`src/pkg/sync_cfg.svh`:
```
// Purpose: constants for the generator-to-bus synchronizer block
// Assumes: 250 MHz clock, all inputs synchronous to clk
// Notes: phase and slip measurements are signed fixed point, rms voltages unsigned, scale chosen by the integrator
//
// Overview of operation
// - sync type selects phase match, slip frequency or off, exclusively
// - mode follows the most recent mode command from any source
// - off mode disables automatic biases and closure; entered on no auto, off, success
// - in off mode operator raise/lower pass to speed and voltage bias
// - run mode needs auto; biases and closure automatic, operator ignored
// - run keeps speed bias, and voltage bias if enabled, during closure
// - run turns off on closure time expiry or aux contact feedback
// - check mode needs auto; matches speed and voltage, never closes
// - permissive needs auto; closes when in limits, operator biases pass
// - voltage matching disabled holds voltage bias at zero in check and run; off and permissive pass operator bias
// - dead bus when bus voltage below range-selected threshold of three
// - dead bus closure needs bus breaker open, enable, and dead voltage
// - slip mode regulates to slip offset, accepts deviation within slip window
// - slip mode closes on a live bus only while phase error inside phase window
// - phase mode uses slip as maximum frequency difference, ignores window
// - phase mode biases against the phase error only while phase outside window
// - phase difference of generator and bus phase A exposed as monitor
// - speed correction is PI with separate proportional and integral gains
// - voltage match drives raise/lower until in window, then holds
// - voltage matched actively in check and run, verified in permissive
// - voltage adjust limit alarm when bias at limit without match
// - voltage matching and dead bus closure individually enabled through configuration; the other feature bits are not used
// - closure command held for configured hold time awaiting feedback
`ifndef SYNC_CFG_SVH
`define SYNC_CFG_SVH
`define SYNC_MODE_CMD_W 2
`define SYNC_TYPE_W 2
`define SYNC_MEAS_W 16
`define SYNC_BIAS_W 16
`define SYNC_HOLD_W 32
`define SYNC_HOLD_RST 32'h0000_0000
`define SYNC_HOLD_LAST 32'h0000_0001
`define SYNC_BIAS_ZERO 16'sh0000
`define SYNC_VSTEP 16'sh0001
`define SYNC_MANUAL_STEP 16'sh0010
`define SYNC_ACC_W 32
`define SYNC_ACC_ZERO 32'sh0000_0000
`define SYNC_GAIN_SHIFT 8
`define SYNC_RANGE_LOW 2'h0
`define SYNC_RANGE_MID 2'h1
`define SYNC_DEAD_LOW_VAC 27
`define SYNC_DEAD_MID_VAC 40
`define SYNC_DEAD_HIGH_VAC 80
`endif

```
`src/pkg/sync_pkg.sv`:
```
// Purpose: types shared by the synchronizer files
// Assumes: sync_cfg.svh constants
// Notes: none
package sync_pkg;
   typedef enum logic [1:0] {mode_off, mode_check, mode_permissive, mode_run} sync_mode_e;
   typedef enum logic [1:0] {type_off, type_phase, type_slip} sync_type_e;
   // feature enables, one bit each
   typedef struct packed {
      logic volt_match;
      logic reclose;
      logic contactor;
      logic timeout_alarm;
      logic rotation_alarm;
      logic fail_sync_alarm;
      logic fail_close_alarm;
      logic dead_bus;
   } sync_feat_s;
   // operator panel switches
   typedef struct packed {
      logic speed_raise;
      logic speed_lower;
      logic volt_raise;
      logic volt_lower;
   } panel_sw_s;
endpackage

```
`src/core/sync_pi.sv`:
```
// Purpose: proportional-integral speed correction
// Assumes: error is signed, gains unsigned, result scaled down by a shift
// Notes: integrator cleared while disabled so a fresh start does not kick
`timescale 1ns/1ps
`default_nettype none
`include "sync_cfg.svh"
module sync_pi #(
   parameter int W = `SYNC_BIAS_W
) (
   // clock and reset
   input wire logic clk,
   input wire logic rst_n,
   // control
   input wire logic enable,
   input wire logic signed [W-1:0] err,
   input wire logic [7:0] kp,
   input wire logic [7:0] ki,
   // result
   output logic signed [W-1:0] out
);
   logic signed [`SYNC_ACC_W-1:0] integ_ff;
   logic signed [`SYNC_ACC_W-1:0] sum;

   // integral state, held at zero when idle
   always_ff @(posedge clk or negedge rst_n) begin
      if (!rst_n) begin
         integ_ff <= `SYNC_ACC_ZERO;
      end else if (!enable) begin
         integ_ff <= `SYNC_ACC_ZERO;
      end else begin
         integ_ff <= integ_ff + `SYNC_ACC_W'(err) * $signed({1'b0, ki});
      end
   end

   // pi sum
   // error widened first so the product keeps all of its bits
   assign sum = `SYNC_ACC_W'(err) * $signed({1'b0, kp}) + integ_ff;

   // result register, truncated to output width; gains must keep the sum in range
   always_ff @(posedge clk or negedge rst_n) begin
      if (!rst_n) begin
         out <= '0;
      end else begin
         out <= W'(sum >>> `SYNC_GAIN_SHIFT);
      end
   end
endmodule
`default_nettype wire

```
`src/core/sync_ctrl.sv`:
```
// Purpose: synchronizer mode control, speed and voltage bias, breaker closure
// Assumes: measurements arrive synchronous to clk, already scaled
// Notes: reclosing, timeout and rotation checks live elsewhere
`timescale 1ns/1ps
`default_nettype none
`include "sync_cfg.svh"
module sync_ctrl
   import sync_pkg::*;
#(
   parameter int MW = `SYNC_MEAS_W,
   parameter int BW = `SYNC_BIAS_W
) (
   // clock and reset
   input wire logic clk,
   input wire logic rst_n,
   // mode command
   input wire logic mode_cmd_valid,
   input wire sync_mode_e mode_cmd,
   input wire logic auto_sw,
   // configuration
   input wire sync_type_e sync_type,
   input wire sync_feat_s feat,
   input wire logic [1:0] sense_range,
   input wire logic [MW-1:0] slip_freq,
   input wire logic [MW-1:0] slip_window,
   input wire logic [MW-1:0] phase_window,
   input wire logic [MW-1:0] volt_window,
   input wire logic [BW-1:0] bias_limit,
   input wire logic [7:0] kp,
   input wire logic [7:0] ki,
   input wire logic [`SYNC_HOLD_W-1:0] hold_cycles,
   // operator panel
   input wire panel_sw_s panel,
   // measurements
   input wire logic signed [MW-1:0] gen_phase_a,
   input wire logic signed [MW-1:0] bus_phase_a,
   input wire logic signed [MW-1:0] slip_meas,
   input wire logic [MW-1:0] gen_vrms,
   input wire logic [MW-1:0] bus_vrms,
   // breakers
   input wire logic gen_aux_closed,
   input wire logic bus_aux_closed,
   // outputs
   output logic signed [BW-1:0] speed_bias,
   output logic signed [BW-1:0] volt_bias,
   output logic breaker_close,
   output logic signed [MW-1:0] phase_monitor,
   output logic dead_bus,
   output logic volt_limit_alarm,
   output sync_mode_e mode
);
   // ----------------
   // internal state
   // ----------------
   sync_mode_e mode_ff, last_cmd_ff, nxt_mode;
   logic [`SYNC_HOLD_W-1:0] hold_ff;
   logic signed [BW-1:0] vbias_ff;
   logic signed [BW-1:0] manual_ff;
   logic signed [BW-1:0] mvolt_ff;
   logic signed [MW-1:0] phase_ff;
   logic signed [BW-1:0] pi_out;
   logic signed [MW-1:0] speed_err;
   logic closing, close_ok, phase_in, freq_in, volt_in, done;
   logic close_mode;
   logic signed [MW:0] vdiff;
   logic [MW-1:0] dead_level;

   // ----------------
   // helper functions
   // ----------------
   // magnitude of a signed value
   function automatic logic [MW-1:0] mag(input logic signed [MW-1:0] v);
      mag = v[MW-1] ? MW'(-v) : v;
   endfunction

   // step a bias toward a direction, bounded by limit
   function automatic logic signed [BW-1:0] step(input logic signed [BW-1:0] b,
         input logic up, input logic dn, input logic signed [BW-1:0] s,
         input logic [BW-1:0] lim);
      step = b;
      if (up && b < $signed(lim)) step = b + s;
      else if (dn && b > -$signed(lim)) step = b - s;
   endfunction

   // ----------------
   // mode control
   // ----------------
   // latest mode command wins
   // a success clears the latched command, so the block stays off until told again
   always_ff @(posedge clk or negedge rst_n) begin
      if (!rst_n) begin
         last_cmd_ff <= mode_off;
      end else if (mode_cmd_valid) begin
         last_cmd_ff <= mode_cmd;
      end else if (done) begin
         last_cmd_ff <= mode_off;
      end
   end

   always_comb begin
      nxt_mode = last_cmd_ff;
      if (!auto_sw || sync_type == type_off || done) begin
         nxt_mode = mode_off;
      end
   end

   // mode register, follows the resolved mode one edge later
   always_ff @(posedge clk or negedge rst_n) begin
      if (!rst_n) begin
         mode_ff <= mode_off;
      end else begin
         mode_ff <= nxt_mode;
      end
   end
   assign mode = mode_ff;

   // ----------------
   // measurements
   // ----------------
   // phase difference monitor
   // registered so the monitor and the window test see the same sample
   always_ff @(posedge clk or negedge rst_n) begin
      if (!rst_n) begin
         phase_ff <= '0;
      end else begin
         phase_ff <= MW'(gen_phase_a - bus_phase_a);
      end
   end
   assign phase_monitor = phase_ff;

   always_comb begin
      if (sense_range == `SYNC_RANGE_LOW) begin
         dead_level = MW'(`SYNC_DEAD_LOW_VAC);
      end else if (sense_range == `SYNC_RANGE_MID) begin
         dead_level = MW'(`SYNC_DEAD_MID_VAC);
      end else begin
         dead_level = MW'(`SYNC_DEAD_HIGH_VAC);
      end
   end
   // levels compare straight against the rms word; scaling is left to the integrator
   assign dead_bus = bus_vrms < dead_level;

   // ----------------
   // closure conditions
   // ----------------
   // generator minus bus, one bit wider so the sign survives
   assign vdiff = $signed({1'b0, gen_vrms}) - $signed({1'b0, bus_vrms});
   // window edges count as inside
   assign phase_in = mag(phase_ff) <= phase_window;
   // voltage window, verified only when matching enabled
   assign volt_in = !feat.volt_match || (mag(MW'(vdiff)) <= volt_window);
   // frequency test depends on the synchronizing type
   always_comb begin
      freq_in = 1'b0;
      case (sync_type)
         type_slip: freq_in = mag(MW'(slip_meas - $signed(slip_freq))) <= slip_window;
         type_phase: freq_in = mag(slip_meas) <= slip_freq;
         default: freq_in = 1'b0;
      endcase
   end
   // phase window required for live bus
   assign close_ok = (feat.dead_bus && !bus_aux_closed && dead_bus) ||
                     (phase_in && freq_in && volt_in);

   // ----------------
   // breaker closure
   // ----------------
   // closure only in run or permissive
   // present and next mode are both checked, so a mode change never leaves
   // the command standing in check or off for a cycle
   assign close_mode = (mode_ff == mode_run || mode_ff == mode_permissive) &&
                       (nxt_mode == mode_run || nxt_mode == mode_permissive);

   always_ff @(posedge clk or negedge rst_n) begin
      if (!rst_n) begin
         hold_ff <= `SYNC_HOLD_RST;
      end else if (!close_mode) begin
         hold_ff <= `SYNC_HOLD_RST;
      end else if (hold_ff != `SYNC_HOLD_RST) begin
         hold_ff <= hold_ff - 1'b1;
      end else if (close_ok && !gen_aux_closed && !breaker_close) begin
         // a contact already closed refuses a fresh closure
         hold_ff <= hold_cycles;
      end
   end
   assign closing = hold_ff != `SYNC_HOLD_RST;
   assign breaker_close = closing;
   // expiry or aux feedback ends run
   assign done = closing && (hold_ff == `SYNC_HOLD_LAST || gen_aux_closed);

   // ----------------
   // speed loop
   // ----------------
   // speed error: slip target in slip mode, phase in phase mode
   // phase mode corrects only outside the window
   always_comb begin
      speed_err = '0;
      if (sync_type == type_slip) begin
         speed_err = MW'($signed(slip_freq) - slip_meas);
      end else if (sync_type == type_phase && !phase_in) begin
         speed_err = MW'(-phase_ff);
      end
   end

   // pi runs only while the loop is in charge, so its integral starts clean
   sync_pi #(.W(BW)) u_pi (
      .clk(clk),
      .rst_n(rst_n),
      .enable(mode_ff == mode_check || mode_ff == mode_run),
      .err(BW'(speed_err)),
      .kp(kp),
      .ki(ki),
      .out(pi_out)
   );

   // manual speed bias accumulator
   // operator steps also count in permissive, where the panel drives the biases
   always_ff @(posedge clk or negedge rst_n) begin
      if (!rst_n) begin
         manual_ff <= `SYNC_BIAS_ZERO;
      end else if (mode_ff == mode_off || mode_ff == mode_permissive) begin
         manual_ff <= step(manual_ff, panel.speed_raise, panel.speed_lower,
                           `SYNC_MANUAL_STEP, bias_limit);
      end
   end

   // manual voltage bias accumulator
   always_ff @(posedge clk or negedge rst_n) begin
      if (!rst_n) begin
         mvolt_ff <= `SYNC_BIAS_ZERO;
      end else if (mode_ff == mode_off || mode_ff == mode_permissive) begin
         mvolt_ff <= step(mvolt_ff, panel.volt_raise, panel.volt_lower,
                          `SYNC_MANUAL_STEP, bias_limit);
      end
   end

   // ----------------
   // voltage loop
   // ----------------
   // automatic voltage match in check and run
   // bias holds inside the window and resumes once the window is left
   always_ff @(posedge clk or negedge rst_n) begin
      if (!rst_n) begin
         vbias_ff <= `SYNC_BIAS_ZERO;
      end else if (feat.volt_match && !volt_in &&
                   (mode_ff == mode_check || mode_ff == mode_run)) begin
         vbias_ff <= step(vbias_ff, vdiff < 0, vdiff > 0, `SYNC_VSTEP, bias_limit);
      end
   end

   always_ff @(posedge clk or negedge rst_n) begin
      if (!rst_n) begin
         volt_limit_alarm <= 1'b0;
      end else begin
         volt_limit_alarm <= feat.volt_match && !volt_in &&
            (vbias_ff >= $signed(bias_limit) || vbias_ff <= -$signed(bias_limit));
      end
   end

   // ----------------
   // bias outputs
   // ----------------
   // output selection per mode
   always_ff @(posedge clk or negedge rst_n) begin
      if (!rst_n) begin
         speed_bias <= `SYNC_BIAS_ZERO;
         volt_bias <= `SYNC_BIAS_ZERO;
      end else begin
         case (mode_ff)
            mode_check, mode_run: begin
               speed_bias <= pi_out;
               volt_bias <= feat.volt_match ? vbias_ff : `SYNC_BIAS_ZERO;
            end
            default: begin
               speed_bias <= manual_ff;
               volt_bias <= mvolt_ff;
            end
         endcase
      end
   end
endmodule
`default_nettype wire

```
`config.mk`:
```
export PLATFORM = sky130hd
export DESIGN_NAME = sync_ctrl
export DESIGN_NICKNAME = d
export VERILOG_FILES = /design/src/pkg/sync_pkg.sv /design/src/core/sync_pi.sv /design/src/core/sync_ctrl.sv
export VERILOG_INCLUDE_DIRS = /design/src /design/src/pkg
export SDC_FILE = /design/constraint.sdc
export NUM_CORES = 1
export LEC_CHECK = 0
export BUFFER_PORTS_ARGS = -buffer_cell sky130_fd_sc_hd__buf_2
export CORE_MARGIN = 5
export CORE_UTILIZATION = 60
export CTS_CLUSTER_SIZE = 8
export DETAILED_ROUTE_END_ITERATION = 16
export PLACE_DENSITY = 0.88
export SLEW_MARGIN = 5
export SYNTH_ARGS = -nofsm -noshare
export SYNTH_HDL_FRONTEND = slang
export SYNTH_SLANG_ARGS = --single-unit
```
`constraint.sdc`:
```
create_clock -name clk -period 15.3 [get_ports clk]
set_input_delay 1.53 -clock clk [delete_from_list [all_inputs] [get_ports clk]]
set_output_delay 1.53 -clock clk [all_outputs]
set_load 0.02 [all_outputs]
```
==> flow_metrics.py <==
metrics = {
    "clocking": {
        "cts_tree": "done",
        "htreeDepth": 4,
        "clock_sinks": 165,
        "cts_hold_buffers": 0,
        "cts_setup_buffers": 0,
        "cts_made_buffers": 17,
        "worst_skew_pair.late_latency_ns": 0.47,
        "cts-resized-gates": 0,
        "cts.clk_slew.worst_paths_ns": 0.08,
        "clockBufferDepth": 2,
        "root_buffer": "clkbuf_16",
    },
    "timing": {
        "tns_ns": 0,
        "clock_skew_ns": 0.0156,
        "finalSetupViolCount": 0,
        "worst_pin_slew_ns": 1.19,
        "finalCritPeriodShare": 0.725,
        "relSlewSlack": 0.201,
        "slew_violations": 0,
        "hold_viol": 0,
        "fmax_ghz": 0.0901,
        "rsz0062_at_grt": "no",
        "min_period_ns": 11.10,
    },
    "power": {
        "vdd_drop_max_v": 0.000111,
        "cellLeakagePower_nw": 15.4,
        "p_total_mw": 3.77,
        "p_per_area_nw_per_um2": 129,
    },
    "critical_path": {
        "endpoint_kind": "register",
        "worstPathRequired_ns": 15.65,
        "cp.arrival_ns": 11.45,
        "cp_max_fo": 16,
        "crit_top_cell": "fa_1",
        "crit_path_start_kind": "register",
        "critical-path-max-stage-delay_ns": 0.74,
        "worstSetupPathType": "reg2reg",
        "cpMaxStageDelayCell": "a32o_1",
        "reg2regPathDepth": 36,
    },
    "place": {
        "portBuffers": 278,
        "routabilityCongestion": 0.953,
        "hpwlAfterDp_um": 53900,
    },
    "yosys": {
        "ys_async_sr_fraction": 1.00,
        "synth_top_cell_area_share": 0.184,
        "synth_area_leaders": "fa_1 (18%), ha_1 (17%), dfrtp_1 (16%), inv_1 (7.0%), xnor2_1 (5.5%)",
        "ys_ff_latch": 165,
        "syn_area_per_cell_um2": 8.65,
        "synth_edf_count": 0,
        "synthesis.area_um2": 26600,
        "ys.flop_type": "dfrtp_1",
        "synth_top_area_cell": "fa_1",
        "ys_seq_area_frac": 0.155,
        "synth_cell_type_count": 96,
        "synthesis.nets": 3913,
        "ys_warn_count": 0,
        "netlist_instances": 3076,
    },
    "drt": {
        "postRouteAntennaNets": 0,
        "wl_per_cell_um": 17.3,
        "dr.pass1.iters": 5,
        "vias": 22793,
        "routed_wl_um": 67300,
        "drt_iter0_drc": 1521,
        "viasPerCell": 5.84,
        "drc": 0,
    },
    "cells_and_area": {
        "diodes": 0,
        "fill_cells": 3476,
        "nets": 4134,
        "final_common_cell": "inv_1",
        "most-common-layout-cells": "inv_1 (498), ha_1 (361), buf_2 (277)",
        "syn2layout_area_growth_pct": 9.59,
        "layout-drive-gt1-share": 0.124,
    },
    "floorplanning": {
        "core_area_um2": 44000,
        "die_x_um": 221,
        "dieArea_um2": 48600,
        "die_h_um": 221,
        "io_pins": 285,
        "start_util": 0.604,
        "rows": 77,
    },
    "job": {
        "cap_violations": 0,
    },
    "global_route": {
        "grt_overflow": 0,
        "grt_antenna_before_repair": 1,
        "grtUsageTotal": 0.279,
        "grt_pass1_wl_um": 110000,
        "first_global_vias": 22932,
        "grt_max_degree": 92,
    },
    "worst_hold_path": {
        "min_path_type": "reg2reg",
        "hold_depth": 1,
    },
    "outcome": {
        "status": "finished clean",
    },
}
[cells in the mapped netlist (all sizes together), types with 7 or more instances]
library cell,n
o31ai,12
nor2,160
dfrtp,165
o21a,29
a21o,68
buf,13
o31a,7
a21boi,8
nor3b,17
o211ai,12
clkbuf,81
and3,14
and2,129
nor4,18
a22o,17
nand4,29
o41ai,8
xnor2,169
o21bai,14
o311ai,11
o21ai,110
nor2b,44
a21oi,132
a211oi,46
nand2b,25
or2,14
o311a,8
mux2,34
a2111oi,7
nor3,90
nand3,37
xor2,63
a31oi,14
inv,499
ha,361
nand2,260
or3,18
fa,244
[through the flow]
step / hold WS [ns] / cell area (um^2) / instances / setup slack [ns] / utilization
2_1_floorplan: 0.434 / 26600 / 3076 / 5.61 / -
3_3_place_gp: 0.440 / 28500 / 3870 / 4.65 / 0.647
3_5_place_dp: 0.446 / 28500 / 3870 / 4.41 / 0.647
4_1_cts: 0.465 / 29100 / 3902 / 4.35 / 0.662
5_1_grt: 0.489 / 29100 / 3902 / 3.59 / 0.662
6_report: 0.461 / 29100 / 3902 / 4.20 / 0.662
[worst max-delay path, delay by kind of cell, from the launching register on]
| family | cells | cell delay [ns] |
|---|---|---|
| adders and majority gates | 8 | 3.48 |
| DFF | 1 | 0.44 |
| and+or+nand+nor | 12 | 3.17 |
| AOI/OAI and AO/OA | 10 | 3.27 |
| xor gates and xnor gates | 2 | 0.29 |
| buffers and inverters | 4 | 0.29 |
[per-layer routing]
layer,GRT usage,up-vias,share of wire
li1,-,10721,-
met1,0.350,10956,0.40
met2,0.478,910,0.48
met3,0.0457,204,0.072
met4,0.119,2,0.045
met5,0,-,0.00019
[layout make-up]
class	instances	area (um^2)	share of cell area
clock buffer	17	425	0.0146
clock inverter	15	230	0.00790
inverter	500	1880	0.0644
multi-input combinational	2317	20200	0.693
sequential	165	4130	0.142
tap	592	741	0.0254
timing repair buffer	296	1530	0.0526
[flip-flops by register name (all words and copies together) (netlist names)]
signal	count
hold_ff	32
u_pi.integ_ff	24
phase_monitor	16
speed_bias	16
u_pi.out	16
vbias_ff	16
volt_bias	16
manual_ff	12
mvolt_ff	12
last_cmd_ff	2
mode	2
volt_limit_alarm	1
[kinds of logic after synthesis]
group / count (synthesis) / synth area share
fa+ha+maj: 605 / 0.353
mux: 37 / 0.0168
flops: 165 / 0.155
buf+inv: 594 / 0.0852
simple gates: 888 / 0.170
compound gates: 555 / 0.142
xor+xnor: 232 / 0.0767
[report_power, final]
part	switching, mW	internal [mW]	leakage, nW
sequential	0.136	0.568	2.12
combinational	1.46	1.13	12.9
clock	0.228	0.255	0.314
total	1.82	1.95	15.4
[worst paths after layout]
check,from,endpoint,slack (ns)
setup reg to reg,phase_monitor[0],u_pi.integ_ff[23],4.20
hold / removal,u_pi.out[2],speed_bias[2],0.46
max in group asynchronous,rst_n,vbias_ff[14],12.62
hold reg to reg,u_pi.out[2],speed_bias[2],0.46
setup / recovery,phase_monitor[0],u_pi.integ_ff[23],4.20
min in group asynchronous,rst_n,volt_bias[3],1.16
No activity file was read; power rests on OpenSTA's default activity.
